$ cat config.mk
export PLATFORM = sky130hd
export DESIGN_NAME = chip_select_decoder
export DESIGN_NICKNAME = d
export VERILOG_FILES = /design/src/verilog/chip_select_pkg.sv /design/src/verilog/osc_clock_gen.sv /design/src/verilog/refresh_pulse_gen.sv /design/src/verilog/chip_select_decoder.sv
export SDC_FILE = /design/constraint.sdc
export NUM_CORES = 1
export LEC_CHECK = 0
export ABC_AREA = 1
export BUFFER_PORTS_ARGS = -buffer_cell sky130_fd_sc_hd__buf_4
export CAP_MARGIN = 15
export CORE_UTILIZATION = 35
export CTS_CLUSTER_DIAMETER = 150
export DETAILED_ROUTE_END_ITERATION = 6
export GPL_TIMING_DRIVEN = 0
export PLACE_DENSITY = 0.48
export REMOVE_ABC_BUFFERS = 1
export SKIP_LAST_GASP = 1
export SLEW_MARGIN = 20
export SYNTH_ARGS = -nofsm -noshare
export SYNTH_HDL_FRONTEND = slang
export SYNTH_SLANG_ARGS = --single-unit
$ cat constraint.sdc
create_clock -name clk_sys_i -period 7.4 [get_ports clk_sys_i]
set_input_delay 1.48 -clock clk_sys_i [delete_from_list [all_inputs] [get_ports clk_sys_i]]
set_output_delay 1.48 -clock clk_sys_i [all_outputs]
set_load 0.02 [all_outputs]
$ cat src/verilog/chip_select_pkg.sv
// Package for the chip select decoder: decode codes, timing figures and reset values.
// Assumes a single 100 MHz system clock drives every module that imports it.
package chip_select_pkg;

  // Width of the chip select code formed from code_bit4 down to code_bit0.
  localparam int unsigned CODE_W = 5;

  // Decode codes presented on the code lines.
  localparam logic [CODE_W-1:0] CODE_ROM       = 5'h00;
  localparam logic [CODE_W-1:0] CODE_KBD_CTRL  = 5'h01;
  localparam logic [CODE_W-1:0] CODE_MATH      = 5'h02;
  localparam logic [CODE_W-1:0] CODE_PCU0      = 5'h03;
  localparam logic [CODE_W-1:0] CODE_KBD_ACK   = 5'h04;
  localparam logic [CODE_W-1:0] CODE_RTC_ALE   = 5'h05;
  localparam logic [CODE_W-1:0] CODE_RTC_WR    = 5'h06;
  localparam logic [CODE_W-1:0] CODE_RTC_RD    = 5'h07;
  localparam logic [CODE_W-1:0] CODE_FDC_DOR   = 5'h08;
  localparam logic [CODE_W-1:0] CODE_FDC_CS    = 5'h09;
  localparam logic [CODE_W-1:0] CODE_FDC_CCR   = 5'h0A;
  localparam logic [CODE_W-1:0] CODE_FDC_IDE1  = 5'h0B;
  localparam logic [CODE_W-1:0] CODE_IDE0      = 5'h0C;
  localparam logic [CODE_W-1:0] CODE_IDE1      = 5'h0D;
  localparam logic [CODE_W-1:0] CODE_SER_A     = 5'h0E;
  localparam logic [CODE_W-1:0] CODE_PAR0      = 5'h0F;
  localparam logic [CODE_W-1:0] CODE_SER_B     = 5'h10;
  localparam logic [CODE_W-1:0] CODE_PROG      = 5'h11;
  localparam logic [CODE_W-1:0] CODE_EXP_MEM   = 5'h14;
  localparam logic [CODE_W-1:0] CODE_SUSPEND   = 5'h15;
  localparam logic [CODE_W-1:0] CODE_RESUME    = 5'h16;
  localparam logic [CODE_W-1:0] CODE_PCU1      = 5'h17;

  // Reset values.
  localparam logic [CODE_W-1:0] HELD_CODE_RESET = 5'h00;
  localparam logic              OUT_RESET       = 1'b0;

  // System clock and the two square waves on chipset_clock_out.
  localparam longint unsigned CLK_HZ       = 100000000;
  localparam int unsigned     CLK_PERIOD_NS = 10;
  localparam longint unsigned FAST_HZ      = 14318000;
  localparam longint unsigned SLOW_HZ      = 32768;
  localparam int unsigned     PHASE_W      = 32;

  // Suspend refresh pulse: width and repeat period in nanoseconds.
  localparam int unsigned REFRESH_PERIOD_NS = 15260;
  localparam int unsigned REFRESH_PULSE_NS  = 1000;
  localparam int unsigned REFRESH_PERIOD_CYC = REFRESH_PERIOD_NS / CLK_PERIOD_NS;
  localparam int unsigned REFRESH_PULSE_CYC  =
    (REFRESH_PULSE_NS + CLK_PERIOD_NS - 1) / CLK_PERIOD_NS;
  localparam int unsigned REFRESH_CNT_W = 11;

  // Power state of the suspend latch.
  typedef enum logic [0:0]
  {
    PWR_RUN     = 1'b0,
    PWR_SUSPEND = 1'b1
  } power_e;

endpackage

$ cat src/verilog/osc_clock_gen.sv
// Square wave generator for chipset_clock_out with fast and slow rates.
// Assumes a free running system clock; the rate is picked by slow_i each cycle.
`timescale 1ns/1ps
`default_nettype none
module osc_clock_gen
(
  input  wire logic clk_sys_i,
  input  wire logic reset_i,
  input  wire logic clk_en_i,
  input  wire logic slow_i,
  output logic      clk_out_o,
  output logic      fall_o
);
  import chip_select_pkg::*;

  // Phase step per system cycle for a wave that toggles twice per period.
  function automatic logic [PHASE_W-1:0] phase_inc(input longint unsigned hz);
    longint unsigned step;
    step = ((2 * hz) << PHASE_W) / CLK_HZ;
    return step[PHASE_W-1:0];
  endfunction

  localparam logic [PHASE_W-1:0] INC_FAST = phase_inc(FAST_HZ);
  localparam logic [PHASE_W-1:0] INC_SLOW = phase_inc(SLOW_HZ);

  typedef struct packed
  {
    logic [PHASE_W-1:0] phase;
    logic               wave;
    logic               fall;
  } osc_s;

  osc_s cur;
  osc_s next_cur;

  // The accumulator carry marks a half period; the rate only jitters by one system cycle.
  always_comb
  begin
    logic [PHASE_W:0] sum;
    sum = {1'b0, cur.phase} + {1'b0, (slow_i ? INC_SLOW : INC_FAST)};
    next_cur       = cur;
    next_cur.phase = sum[PHASE_W-1:0];
    next_cur.fall  = 1'b0;
    if (sum[PHASE_W])
    begin
      next_cur.wave = ~cur.wave;
      next_cur.fall = cur.wave;
    end
  end

  // State register, frozen while the clock enable is low.
  always_ff @(posedge clk_sys_i or posedge reset_i)
  begin
    if (reset_i)
      cur <= '0;
    else if (clk_en_i)
      cur <= next_cur;
  end

  assign clk_out_o = cur.wave;
  assign fall_o    = cur.fall;
endmodule
`default_nettype wire

$ cat src/verilog/refresh_pulse_gen.sv
// Refresh pulse generator that runs only while the system is suspended.
// Assumes the 100 MHz system clock; the period restarts whenever suspend begins.
`timescale 1ns/1ps
`default_nettype none
module refresh_pulse_gen
(
  input  wire logic clk_sys_i,
  input  wire logic reset_i,
  input  wire logic clk_en_i,
  input  wire logic active_i,
  output logic      pulse_o
);
  import chip_select_pkg::*;

  localparam logic [REFRESH_CNT_W-1:0] LAST =
    REFRESH_CNT_W'(REFRESH_PERIOD_CYC - 1);
  localparam logic [REFRESH_CNT_W-1:0] WIDTH =
    REFRESH_CNT_W'(REFRESH_PULSE_CYC);

  typedef struct packed
  {
    logic [REFRESH_CNT_W-1:0] count;
    logic                     pulse;
  } refresh_s;

  refresh_s cur;
  refresh_s next_cur;

  // Pulse high for the first part of every period while suspended.
  always_comb
  begin
    next_cur = cur;
    if (!active_i)
    begin
      // Parked on the last count, so the first pulse after entry is full width.
      next_cur.count = LAST;
      next_cur.pulse = 1'b0;
    end
    else
    begin
      next_cur.count = (cur.count == LAST) ? '0 : cur.count + 1'b1;
      next_cur.pulse = (next_cur.count < WIDTH); // [RULE24]
    end
  end

  // State register, frozen while the clock enable is low.
  always_ff @(posedge clk_sys_i or posedge reset_i)
  begin
    if (reset_i)
      cur <= '0;
    else if (clk_en_i)
      cur <= next_cur;
  end

  assign pulse_o = cur.pulse;
endmodule
`default_nettype wire

$ cat src/verilog/chip_select_decoder.sv
// Chip select decoder with suspend latch, chipset clock output and refresh pulse.
// Assumes all inputs are synchronous to clk_sys_i; every output is registered.
`timescale 1ns/1ps
`default_nettype none

// Contract
// RULE1 - Act only when qualified and DMA not disabling; the code accepts 16H resume without either
// RULE2 - Code bit4 is MSB; 00H enables BIOS ROM
// RULE3 - 01H selects keyboard controller
// RULE4 - 02H selects math coprocessor
// RULE5 - 03H and 17H strobe power units
// RULE6 - 04H acknowledges keyboard processor
// RULE7 - 05H asserts RTC address latch
// RULE8 - 06H RTC write, gated by IO write
// RULE9 - 07H RTC read, gated by IO read
// RULE10 - 08H selects floppy output register
// RULE11 - 09H selects floppy controller core
// RULE12 - 0AH selects floppy control register
// RULE13 - 0BH control register plus IDE block1
// RULE14 - 0CH IDE block0; high buffer if A0=0
// RULE15 - 0DH IDE low buffer and block1
// RULE16 - 0EH serial A, 0FH parallel, 10H serial B
// RULE17 - 11H programmable select, 14H expanded memory
// RULE18 - 15H latches ports on, stops 48 MHz
// RULE19 - 16H releases ports, restarts 48 MHz
// RULE20 - Use strobe-captured code when latch used
// RULE21 - Suspend entry needs qualify, write, falling edge
// RULE22 - 16H at falling edge leaves suspend
// RULE23 - Clock out fast normally, slow suspended
// RULE24 - Suspended: 1 us refresh every 15.26 us
// RULE25 - Unlisted codes do nothing
module chip_select_decoder
(
  input  wire logic clk_sys_i,
  input  wire logic reset_i,
  input  wire logic clk_en_i,
  input  wire logic decode_qualify_n_i,
  input  wire logic dma_ack_disable_i,
  input  wire logic code_bit4_i,
  input  wire logic code_bit3_i,
  input  wire logic code_bit2_i,
  input  wire logic code_bit1_i,
  input  wire logic code_bit0_i,
  input  wire logic addr_latch_used_i,
  input  wire logic bus_addr_latch_strobe_i,
  input  wire logic io_write_n_i,
  input  wire logic io_read_n_i,
  input  wire logic addr_bit0_i,
  output logic      bios_rom_output_enable_o,
  output logic      keyboard_ctrl_select_o,
  output logic      math_coproc_select_o,
  output logic      pcu0_write_strobe_o,
  output logic      pcu1_write_strobe_o,
  output logic      keyboard_proc_ack_o,
  output logic      rtc_address_latch_o,
  output logic      rtc_write_strobe_o,
  output logic      rtc_read_strobe_o,
  output logic      fdc_output_reg_select_o,
  output logic      fdc_core_select_o,
  output logic      fdc_control_reg_select_o,
  output logic      ide_low_buffer_enable_o,
  output logic      ide_high_buffer_enable_o,
  output logic      ide_block0_select_o,
  output logic      ide_block1_select_o,
  output logic      serial_a_select_o,
  output logic      serial_b_select_o,
  output logic      parallel0_select_o,
  output logic      programmable_select_o,
  output logic      expanded_mem_access_o,
  output logic      companion_clk_enable_o,
  output logic      suspended_o,
  output logic      chipset_clock_out_o,
  output logic      suspend_refresh_pulse_o
);
  import chip_select_pkg::*;

  ////////////////////////////////////////////////////////////////////////////////
  // Types and state

  // One bit per decoded output, all active high.
  typedef struct packed
  {
    logic rom;
    logic kbd_ctrl;
    logic math;
    logic pcu0;
    logic pcu1;
    logic kbd_ack;
    logic rtc_ale;
    logic rtc_wr;
    logic rtc_rd;
    logic fdc_dor;
    logic fdc_cs;
    logic fdc_ccr;
    logic ide_lo;
    logic ide_hi;
    logic ide0;
    logic ide1;
    logic ser_a;
    logic ser_b;
    logic par0;
    logic prog;
    logic exp_mem;
  } sel_s;

  typedef struct packed
  {
    power_e            power;
    logic              companion;
    logic [CODE_W-1:0] held_code;
    sel_s              sel;
  } state_s;

  state_s cur;
  state_s next_cur;

  logic             osc_fall;
  logic [CODE_W-1:0] live_code;
  logic [CODE_W-1:0] eff_code;
  logic             qualified;

  ////////////////////////////////////////////////////////////////////////////////
  // Decode table

  // Maps a qualified code onto the selects; bus strobes are active low.
  function automatic sel_s decode(input logic [CODE_W-1:0] code,
                                  input logic iow_n,
                                  input logic ior_n,
                                  input logic a0);
    sel_s s;
    s = '0;
    // Gated strobes follow the bus strobe level, so a released strobe drops them.
    case (code)
      CODE_ROM:      s.rom      = 1'b1; // [RULE2]
      CODE_KBD_CTRL: s.kbd_ctrl = 1'b1; // [RULE3]
      CODE_MATH:     s.math     = 1'b1; // [RULE4]
      CODE_PCU0:     s.pcu0     = 1'b1; // [RULE5]
      CODE_PCU1:     s.pcu1     = 1'b1; // [RULE5]
      CODE_KBD_ACK:  s.kbd_ack  = 1'b1; // [RULE6]
      CODE_RTC_ALE:  s.rtc_ale  = 1'b1; // [RULE7]
      CODE_RTC_WR:   s.rtc_wr   = ~iow_n; // [RULE8]
      CODE_RTC_RD:   s.rtc_rd   = ~ior_n; // [RULE9]
      CODE_FDC_DOR:  s.fdc_dor  = 1'b1; // [RULE10]
      CODE_FDC_CS:   s.fdc_cs   = 1'b1; // [RULE11]
      CODE_FDC_CCR:  s.fdc_ccr  = 1'b1; // [RULE12]
      CODE_FDC_IDE1:
      begin
        s.fdc_ccr = 1'b1; // [RULE13]
        s.ide_lo  = 1'b1; // [RULE13]
        s.ide1    = 1'b1; // [RULE13]
      end
      CODE_IDE0:
      begin
        s.ide_lo = 1'b1; // [RULE14]
        s.ide0   = 1'b1; // [RULE14]
        s.ide_hi = ~a0;  // [RULE14]
      end
      CODE_IDE1:
      begin
        s.ide_lo = 1'b1; // [RULE15]
        s.ide1   = 1'b1; // [RULE15]
      end
      CODE_SER_A:    s.ser_a    = 1'b1; // [RULE16]
      CODE_PAR0:     s.par0     = 1'b1; // [RULE16]
      CODE_SER_B:    s.ser_b    = 1'b1; // [RULE16]
      CODE_PROG:     s.prog     = 1'b1; // [RULE17]
      CODE_EXP_MEM:  s.exp_mem  = 1'b1; // [RULE17]
      default:       s          = '0;   // [RULE25]
    endcase
    return s;
  endfunction

  ////////////////////////////////////////////////////////////////////////////////
  // Code selection

  // The code bits form the code with code_bit4 as the most significant bit.
  assign live_code = {code_bit4_i, code_bit3_i, code_bit2_i, code_bit1_i,
                      code_bit0_i}; // [RULE2]

  // While the strobe is high the latch is transparent; when low it holds.
  assign eff_code = (addr_latch_used_i && !bus_addr_latch_strobe_i) ?
                    cur.held_code : live_code; // [RULE20]

  // No select decodes and suspend is not entered while DMA acknowledge disables the decoder; 16H still resumes.
  assign qualified = !decode_qualify_n_i && !dma_ack_disable_i; // [RULE1]

  ////////////////////////////////////////////////////////////////////////////////
  // Next state

  // Decoded outputs follow the code one cycle later; suspend moves only on
  // a falling edge of the chipset clock, where the code and write strobe are sampled.
  always_comb
  begin
    next_cur = cur;
    if (bus_addr_latch_strobe_i)
    begin
      next_cur.held_code = live_code; // [RULE20]
    end
    // A code seen while unqualified or under DMA disable decodes to nothing.
    next_cur.sel = qualified ?
                   decode(eff_code, io_write_n_i, io_read_n_i, addr_bit0_i) :
                   '0; // [RULE1]
    case (cur.power)
      PWR_RUN:
      begin
        if (osc_fall && qualified && !io_write_n_i && eff_code == CODE_SUSPEND)
        begin
          next_cur.power = PWR_SUSPEND; // [RULE21]
        end
      end
      PWR_SUSPEND:
      begin
        if (osc_fall && eff_code == CODE_RESUME)
        begin
          next_cur.power = PWR_RUN; // [RULE22]
        end
      end
      default: next_cur.power = PWR_RUN;
    endcase
    // The port selects stay held for the whole suspend, even under DMA.
    if (next_cur.power == PWR_SUSPEND)
    begin
      next_cur.sel.ser_a = 1'b1; // [RULE18]
      next_cur.sel.ser_b = 1'b1; // [RULE18]
      next_cur.sel.par0  = 1'b1; // [RULE18]
    end
    // The enable pin gets its own register bit, so it never comes from a gate.
    next_cur.companion = (next_cur.power == PWR_RUN); // [RULE18] [RULE19]
  end

  // State register, frozen while the clock enable is low.
  always_ff @(posedge clk_sys_i or posedge reset_i)
  begin
    if (reset_i)
    begin
      cur.power     <= PWR_RUN;
      cur.held_code <= HELD_CODE_RESET;
      cur.sel       <= '0;
      cur.companion <= 1'b1;
    end
    else if (clk_en_i)
    begin
      cur <= next_cur;
    end
  end

  ////////////////////////////////////////////////////////////////////////////////
  // Clock and refresh

  // The chipset clock slows down as soon as the suspend latch is set.
  osc_clock_gen u_osc
  (
    .clk_sys_i (clk_sys_i),
    .reset_i   (reset_i),
    .clk_en_i  (clk_en_i),
    .slow_i    (cur.power == PWR_SUSPEND), // [RULE23]
    .clk_out_o (chipset_clock_out_o),
    .fall_o    (osc_fall)
  );

  // Refresh pulses run only while suspended; the period restarts at each entry.
  refresh_pulse_gen u_refresh
  (
    .clk_sys_i (clk_sys_i),
    .reset_i   (reset_i),
    .clk_en_i  (clk_en_i),
    .active_i  (cur.power == PWR_SUSPEND), // [RULE24]
    .pulse_o   (suspend_refresh_pulse_o)
  );

  ////////////////////////////////////////////////////////////////////////////////
  // Outputs

  // All outputs are register bits of the state.
  assign bios_rom_output_enable_o = cur.sel.rom;
  assign keyboard_ctrl_select_o   = cur.sel.kbd_ctrl;
  assign math_coproc_select_o     = cur.sel.math;
  assign pcu0_write_strobe_o      = cur.sel.pcu0;
  assign pcu1_write_strobe_o      = cur.sel.pcu1;
  assign keyboard_proc_ack_o      = cur.sel.kbd_ack;
  assign rtc_address_latch_o      = cur.sel.rtc_ale;
  assign rtc_write_strobe_o       = cur.sel.rtc_wr;
  assign rtc_read_strobe_o        = cur.sel.rtc_rd;
  assign fdc_output_reg_select_o  = cur.sel.fdc_dor;
  assign fdc_core_select_o        = cur.sel.fdc_cs;
  assign fdc_control_reg_select_o = cur.sel.fdc_ccr;
  assign ide_low_buffer_enable_o  = cur.sel.ide_lo;
  assign ide_high_buffer_enable_o = cur.sel.ide_hi;
  assign ide_block0_select_o      = cur.sel.ide0;
  assign ide_block1_select_o      = cur.sel.ide1;
  assign serial_a_select_o        = cur.sel.ser_a;
  assign serial_b_select_o        = cur.sel.ser_b;
  assign parallel0_select_o       = cur.sel.par0;
  assign programmable_select_o    = cur.sel.prog;
  assign expanded_mem_access_o    = cur.sel.exp_mem;

  // The companion 48 MHz clock runs whenever the suspend latch is clear.
  // It is read from its own flip-flop, so the pin cannot glitch on a decode.
  assign companion_clk_enable_o = cur.companion; // [RULE18] [RULE19]
  assign suspended_o            = (cur.power == PWR_SUSPEND);
endmodule
`default_nettype wire

# Yosys cells after proc, flatten, opt, wreduce, memory -nomap -nowiden

Cells that the tools add are included.

Register bits: 74
Bits in latches: 0
Bits in writable memories: 0
Bits in read-only memories: 0
Output and inout bits: 25
Word-level logic and storage cells: 106
Memories: 0

Add/sub/neg operators: 2
$mul: 0
Divide/modulo/power cells: 0
$lt $le $gt $ge: 1
Eq/ne operators: 22
Shifts and indexed selects: 0
Muxes and demuxes: 30
Bitwise logic cells: 6
Reductions and logical operators: 16

Operators by type and width:

| kind                    | count |
|---|---|
| $eq A5 B4 Y1 const B    | 8 |
| $add A32 B32 Y33        | 1 |
| $mux W31                | 1 |
| $eq A5 B5 Y1 const B    | 6 |
| $mux W1                 | 22 |
| $mux W21                | 1 |
| $eq A5 B3 Y1 const B    | 4 |
| $mux W12                | 1 |
| $add A11 B1 Y11 const B | 1 |
| $eq A11 B11 Y1 const B  | 1 |
| $lt A11 B7 Y1 const B   | 1 |
| $mux W11                | 1 |
| $eq A5 B2 Y1 const B    | 2 |
| $logic_and A1 B1 Y1     | 6 |
| $not A1 Y1              | 6 |
| $eq A5 B1 Y1 const B    | 1 |
| $logic_not A5 Y1        | 1 |
| $mux W5                 | 1 |
| $logic_not A1 Y1        | 4 |
| $reduce_and A2 Y1       | 2 |
| $reduce_or A2 Y1        | 2 |
| $mux W3                 | 1 |
| $reduce_or A3 Y1        | 1 |
| $mux W2                 | 1 |
| $pmux W1 S2             | 1 |

# Longest topological paths before layout

Gate-level depths: netlist (run 1).

Word-level depth: 8
Gate-level depth with buffers: 13

# By module

A second synthesis (run 1) with hierarchy kept.

Cells, all modules: 746
Area, all modules: 5,109.9 um^2

Modules (own cells, without submodules):

| module              | instances | cells an instance | area each (um^2) | seq. area each (um^2) |
|---|---|---|---|---|
| osc_clock_gen       | 1         | 471               | 2,895.3          | 850.8 |
| chip_select_decoder | 1         | 156               | 1,380.1          | 701.9 |
| refresh_pulse_gen   | 1         | 119               | 834.6            | 300.3 |

# Least setup slack after synthesis (run 1)

OpenSTA, ideal clock, no wires.

Path kind: in2reg
From: input bus_addr_latch_strobe_i
To: register cur, in the netlist suspended_o
Arrival time: 2,319 ps
Setup slack: 4,962 ps
Stages on the path: 10
Path through: inv_2 nand2_2 nand2_1 nand2_1 inv_2 nor2_2 nand2_2 o21ai_4 nand2_1 o21a_1

Cells in the longest elaborated chain, start to end: 7
Elaborated cells between the ends (all ways): 10
Those cells by class: eq/ne: 2; mux: 4; reduce/logical: 4

RTL lines:

| item                                   | line                                                   | source |
|---|---|---|
| start: declaration                     | chip_select_decoder.sv:45                              | `input wire logic bus_addr_latch_strobe_i,` |
| $logic_not A1 Y1 *                     | chip_select_decoder.sv:181                             | `assign eff_code = (addr_latch_used_i && !bus_addr_latch_strobe_i) ?` |
| $logic_and A1 B1 Y1 *                  | chip_select_decoder.sv:181                             |  |
| $mux W5 *                              | chip_select_decoder.sv:181                             |  |
| $eq A5 B5 Y1 (on tied branches)        | chip_select_decoder.sv:213, chip_select_decoder.sv:206 |  |
| $logic_and A1 B1 Y1 (on tied branches) | chip_select_decoder.sv:213, chip_select_decoder.sv:206 |  |
| $mux W1 (on tied branches)             | chip_select_decoder.sv:213, chip_select_decoder.sv:206 |  |
| $pmux W1 S2 *                          | chip_select_decoder.sv:203                             | `case (cur.power)` |
| end signal: assignment                 | chip_select_decoder.sv:243                             | `cur <= next_cur;` |
| end: declaration                       | chip_select_decoder.sv:114                             | `state_s cur;` |

Mark *: on every way between the ends. The rest lies on a longest branch, timed or not.
A chain may end at the register's enable or synchronous reset.

# Final worst setup path (run 1)

From: register cur, in the netlist suspended_o
To: output suspended_o

RTL lines:

| item             | line                      | source |
|---|---|---|
| end: declaration | chip_select_decoder.sv:71 | `output logic suspended_o,` |

No word-level cell between the ends.

==> run metrics, run 1 <==
outcome=finished, final reports clean; register share of total power=32.4%; Post-synth EDFFs=0; Max Root-Sink Buffers=2; Initial Util=36.4%; Clock Skew=0.00660 ns; Routed Antenna Nets=0; Hold Crit Class=register to register; io pins=40; area of the mapped netlist=4870 µm²; grt ovf=0; maxcap violations=0; asr flop ratio synth=100%; Clk pwr share=22.0%; Rows=42; dpl hpwl=9290 µm; syn_area_per_cell=7.02 µm²; Nets=765; DIE WIDTH=120 µm; setup slack after layout=4.61 ns; maximum clock rate=358 MHz; hold_ws=0.473 ns; Cells after Synth=694; sequential fraction of the synthesis area=38.0%; Worst-Skew Late Latency=0.34 ns; crit share post-route=37.7%; kind of end point of the critical path=output pin; initial drt markers=303; YS warnings=0; Power Density=361 nW/µm²; CTS tree=yes; crit path cell chain=buf_4; CP Buf/Inv Count=1; Peak VDD IR=0.000161 V; cts bufs inserted=9; final hold viol count=0; Yosys reg bits=74; slew at the pin with the worst max-slew slack=0.602 ns; Reg clk slew, reported paths=0.06 ns; Top delay family on crit path=flip-flops; share of post-route cells with drive strength above 1=14.1%; leakage power=2.91 nW; worst path required time=5.92 ns; Worst EP arrival=1.31 ns; biggest regs=u_osc.cur x32, u_refresh.cur x11, cur x5; post-layout min period=2.79 ns; Die Ht=120 µm; critical path type=register to output pin; Sw Pwr=0.916 mW; Total Die Area=14400 µm²; Vias=4523; largest reg by FF count=u_osc.cur; Root Buffer=clkbuf_16; number of H-tree levels=3; Primary FF master, synth=dfrtp_1; Worst setup SP type=register; CP max stage delay=0.72 ns; post-synth cell types=47; number of hold buffers added after cts=0; Placer Congestion=0.869; Largest register FFs=32; CP max-delay cell=dfrtp_1; vias in the first global route=4307; wire per inst=13.8 µm; DR DRC count=0; wirelength, routed=12600 µm; Vias/cell=4.94; global-route wire length before repair=21300 µm; Slew HR=59.8%; DR pass1 iterations=4; core area=13400 µm²; Comb power frac=45.7%; initial antenna violation count=0; max-slew violations=0; postcts setup bufs=0; synth-to-layout area growth=16.6%; crit-path max FO=12; Setup TNS=0 ns; dpl ws=4.32 ns; Setup Viol. Count Final=0; # diodes=0; clock sinks=74; Total Routing Usage GR=18.8%; Power Internal=1.14 mW; RSZ-0062 raised after global routing=no; largest net degree at the start of global routing=54; Switching Fraction=44.7%; Post-CTS Resized=0; Buffers on Ports=39
layout make-up:
type	count	area, µm²
clock inverters	2	35.0
repair buffers	41	340
multi-input cells	520	2630
inverters	89	337
flip-flops and latches	74	1850
well taps	176	220
fillers	1404	7720
clock buffers	14	264
power groups by stage:
stage               Clock, mW  Sequential (mW)  Combinational, mW
floorplan                   0            0.645              0.710
global placement            0            0.668              0.920
detailed placement          0            0.667              0.934
CTS                     0.467            0.663              0.939
global route            0.478            0.686               1.08
finish                  0.450            0.664              0.937
path summary, 6_finish.rpt:
kind / start / end / slack, ns / cells past startpoint
max: suspended_o$_DFFE_PP0P_ / suspended_o / 4.61 / 1
min: companion_clk_enable_o$_DFFE_PP1P_ / companion_clk_enable_o$_DFFE_PP1P_ / 0.47 / 2
max reg2reg: suspended_o$_DFFE_PP0P_ / u_osc.cur[31]$_DFFE_PP0P_ / 4.68 / 11
min reg2reg: companion_clk_enable_o$_DFFE_PP1P_ / companion_clk_enable_o$_DFFE_PP1P_ / 0.47 / 2
max in group asynchronous: reset_i / companion_clk_enable_o$_DFFE_PP1P_ / 5.68 / 3
min in group asynchronous: reset_i / u_osc.cur[32]$_DFFE_PP0P_ / 1.11 / 2
metrics by stage:
| stage | cell area [µm²] | util (%) | cells | power, mW |
|---|---|---|---|---|
| finish | 5680 | 42.4 | 916 | 2.05 |
| global placement | 5330 | 39.8 | 898 | 1.59 |
| global route | 5680 | 42.4 | 916 | 2.24 |
| CTS | 5680 | 42.4 | 916 | 2.07 |
| detailed placement | 5380 | 40.2 | 900 | 1.60 |
| floorplan | 4820 | - | 683 | 1.35 |
worst reg2reg max path: cells and delay by family, from the launching register on:
family	cells	cell delay, ns
adder cells (fa/ha/maj)	1	0.50
buffers and inverters	1	0.38
flip-flops	1	0.72
AND/OR/NAND/NOR	9	1.01
cell usage after synthesis, types with 2 or more instances:
cell	count	area share [%]
a21oi_1	18	1.8
o31ai_1	2	0.31
nor2_2	6	0.77
nor2_1	63	4.9
or2_1	2	0.26
a22o_1	2	0.36
dfrtp_1	73	37
inv_2	10	0.77
nand2_1	236	18
nor2_4	2	0.46
inv_1	78	6.0
or2_2	3	0.39
nand3_1	61	6.3
o21ai_1	2	0.21
buf_2	6	0.62
clkbuf_1	3	0.23
mux2_2	4	0.92
xnor2_1	3	0.54
o21bai_1	3	0.46
ha_1	14	3.6
nand2_2	9	1.2
and2_1	2	0.26
nand4_1	11	1.4
nand3b_1	5	0.77
xor2_1	11	2.0
nand3_2	3	0.62
nor3_1	7	0.72
a22oi_1	6	0.92
o21a_1	3	0.46
nor3_2	3	0.62
a21oi_2	2	0.36
a32o_1	3	0.62
o21ai_0	24	2.5
cells by family (layout without fill, tap and decap cells):
group	after synthesis	in the layout	synth area share [%]
mux	4	4	0.924
compound gates	68	68	8.65
xor+xnor	14	14	2.52
flops	74	74	38.0
buf+inv	100	146	7.94
simple gates	419	419	37.9
fa+ha+maj	15	15	4.01
metal layers:
metal	vias to the layer above	wire length, µm	GRT usage, %
li1	2304	-	-
met2	67	5430	28.4
met4	0	99	4.06
met5	-	0	0
met1	2144	6590	27.2
met3	8	497	4.23
placed cells by master, fill, tap and decap left out, drive strengths merged:
cell / n
nand2: 246
inv: 88
dfrtp: 73
nor2: 71
nand3: 64
buf: 41
o21ai: 28
a21oi: 20
ha: 14
clkbuf: 14
nand4: 12
xor2: 11
nor3: 11
a22oi: 6
nand3b: 5
or2: 5
mux2: 4
xnor2: 3
o21bai: 3
o21a: 3
a32o: 3
o31ai: 2
a22o: 2
and2: 2
clkinv: 2
and3: 1
nand2b: 1
nor4: 1
o22ai: 1
fa: 1
bufinv: 1
dfstp: 1
Power figures use the tool's default switching activity.
==> inputs of run 2 (changes only) <==
==> constraint.sdc (replaced) <==
create_clock -name clk_sys_i -period 2.7 [get_ports clk_sys_i]
set_input_delay 0.54 -clock clk_sys_i [delete_from_list [all_inputs] [get_ports clk_sys_i]]
set_output_delay 0.54 -clock clk_sys_i [all_outputs]
set_load 0.02 [all_outputs]
==> run 2 against run 1 <==
Net effect:
- sequential share of layout area down 0.093 points
- final cell count up 0.22%
- non-clock buffer count up 2
- clock skew about the same
- critical path type is now register to register
- largest cell class unchanged
- largest power group unchanged
==> run metrics, run 2 (synthesized netlist as in run 1, its figures left out) <==
DR pass1 iterations=4 (unchanged); Finished Core Util=42.5% (+0.15 points); synth-to-layout area growth=17.0%; vias in the first global route=4307 (unchanged); maxcap violations=0 (unchanged); Peak VDD IR=0.000441 V (+170%); placed cell count=900 (unchanged); grt ovf=0 (unchanged); Largest register FFs=32 (unchanged); share of post-route cells with drive strength above 1=14.6% (+0.50 points); Clk pwr share=21.9% (about the same); crit path cell chain=clkinvlp_4, buf_4, ha_1, nand2_1, nor3_1, and2_1, and2_1, nand2_1, nand2_1, nand2_1, nand2_1, nand2_1; largest net degree at the start of global routing=54 (unchanged); most common cell after layout, fill and taps aside=nand2_1; top library cells by usage in the layout, fill and taps aside=236 x nand2_1, 75 x inv_1, 72 x dfrtp_1; final hold viol count=0 (unchanged); Rows=42 (unchanged); DR DRC count=0 (unchanged); Initial Util=36.4% (unchanged); critical path type=register to register; Comb power frac=45.8% (about the same); design area=5700 µm² (+0.35%); maximum clock rate=410 MHz; global-route wire length before repair=21300 µm (unchanged); Filler cells=1401 (-0.21%); Nets=767 (+0.26%); Die Ht=120 µm (unchanged); leakage power=2.91 nW (about the same); wire per inst=13.8 µm (-0.15%); register share of total power=32.3% (about the same); Power Internal=3.12 mW (+170%); largest reg by FF count=u_osc.cur; Sw Pwr=2.51 mW (+170%); max-slew violations=0 (unchanged); slew at the pin with the worst max-slew slack=0.544 ns (-0.0585 ns); worst path required time=2.93 ns (-2.99 ns); Buffers on Ports=39 (unchanged); crit-path max FO=12 (unchanged); DIE WIDTH=120 µm (unchanged); post-layout min period=2.44 ns; CP dominant cell by count=nand2_1; Max Root-Sink Buffers=2 (unchanged); Worst EP arrival=2.67 ns (+1.36 ns); Vias/cell=4.94 (about the same); core area=13400 µm² (unchanged); Root Buffer=clkbuf_16; Vias=4534 (+0.24%); cts bufs inserted=9 (unchanged); dpl hpwl=9290 µm (unchanged); wirelength, routed=12600 µm (about the same); CTS tree=yes; Routed Antenna Nets=0 (unchanged); clock sinks=74 (unchanged); Placer Congestion=0.869 (unchanged); Worst setup SP type=register; kind of end point of the critical path=register; Reg2Reg Setup Slack=0.26 ns (-4.42 ns); Switching Fraction=44.6% (about the same); crit share post-route=90.4%; RSZ-0062 raised after global routing=no; Clock Skew=0.00670 ns (+0.000103 ns); Hold Crit Class=input pin to asynchronous set/reset pin; Slew HR=63.7% (+3.9 points); number of H-tree levels=3 (unchanged); io pins=40 (unchanged); # diodes=0 (unchanged); CP max-delay cell=dfrtp_2; initial drt markers=288 (-5.0%); CP max stage delay=0.59 ns (-0.13 ns); Power Density=988 nW/µm² (+170%); Setup Viol. Count Final=0 (unchanged); non-filler cells, final=918 (+0.22%); Reg clk slew, reported paths=0.06 ns (about the same); biggest regs=u_osc.cur x32, u_refresh.cur x11, cur x5; outcome=finished, final reports clean; initial antenna violation count=0 (unchanged); Total Routing Usage GR=18.8% (unchanged); Worst-Skew Late Latency=0.34 ns (about the same); placed instance area=5380 µm² (unchanged); Total Die Area=14400 µm² (unchanged)
==> run 2: cell count changes in the layout (fill, tap and decap cells not counted) <==
cell and delta:
buf_4 +2, inv_1 -1, dfrtp_1 -1, clkinvlp_4 +1
dfrtp_2 +1
==> run 2: worst max-delay path, delay by kind of cell, from the launching register on <==
| family | cells | cell delay, ns |
|---|---|---|
| and+or+nand+nor | 9 | 1.01 |
| adders and majority gates | 1 | 0.40 |
| buffers and inverters | 2 | 0.33 |
| DFF | 1 | 0.59 |
==> run 2: power by group through the flow <==
stage	Clock, mW	Sequential (mW)	Combinational [mW]
4_1_cts	1.28	1.82	2.57
5_1_grt	1.31	1.88	2.96
6_report	1.23	1.82	2.58
2_1_floorplan	0	1.77	1.95
3_3_place_gp	0	1.83	2.52
3_5_place_dp	0	1.83	2.56
==> run 2: through the flow <==
stage	hold WS (ns)	setup WS (ns)	setup TNS [ns]	power [mW]
after floorplan	0.446	0.280	0	3.71
after global placement	0.459	-0.862	-63.52	4.35
after detailed placement	0.466	-0.00729	-0.00729	4.39
after CTS	0.169	0.261	0	5.67
after global routing	0.182	0.0104	0	6.15
final	0.165	0.259	0	5.63
==> run 2: layout make-up <==
cell class	count	area, µm²	share of cell area (%)
multi-input combinational	520	2630	46.2
sequential	74	1850	32.5
timing repair buffer	43	355	6.23
inverter	89	340	5.97
clock buffer	14	264	4.63
tap	176	220	3.86
clock inverter	2	35.0	0.614
==> run 2: worst paths after layout <==
path                                                     from  cells after the start                              endpoint
max                                   suspended_o$_DFFE_PP0P_                     12             u_osc.cur[31]$_DFFE_PP0P_
max in group asynchronous                             reset_i                      3    companion_clk_enable_o$_DFFE_PP1P_
min in group clk_sys_i                            addr_bit0_i                      2  ide_high_buffer_enable_o$_DFFE_PP0P_
max reg2reg                           suspended_o$_DFFE_PP0P_                     12             u_osc.cur[31]$_DFFE_PP0P_
min                                                   reset_i                      2             u_osc.cur[32]$_DFFE_PP0P_
min reg2reg                companion_clk_enable_o$_DFFE_PP1P_                      2    companion_clk_enable_o$_DFFE_PP1P_
==> run 2: metal layers <==
metal  vias to the layer above  wire length, µm  GRT usage, %
li1                       2309                -             -
met2                        86             5440          28.4
met3                         8              621          4.23
met5                         -                0             0
met1                      2131             6460          27.2
met4                         0               99          4.06
==> run 2: what timing repair did <==
| action | 4_1_cts | 5_1_grt |
|---|---|---|
| cloned | 0 | 0 |
| pin swaps | 0 | 0 |
| setup endpoints to repair | 1 | 1 |
| setup buffers | 0 | 2 |
| resized for setup | 1 | 1 |
| hold buffers | 0 | 0 |
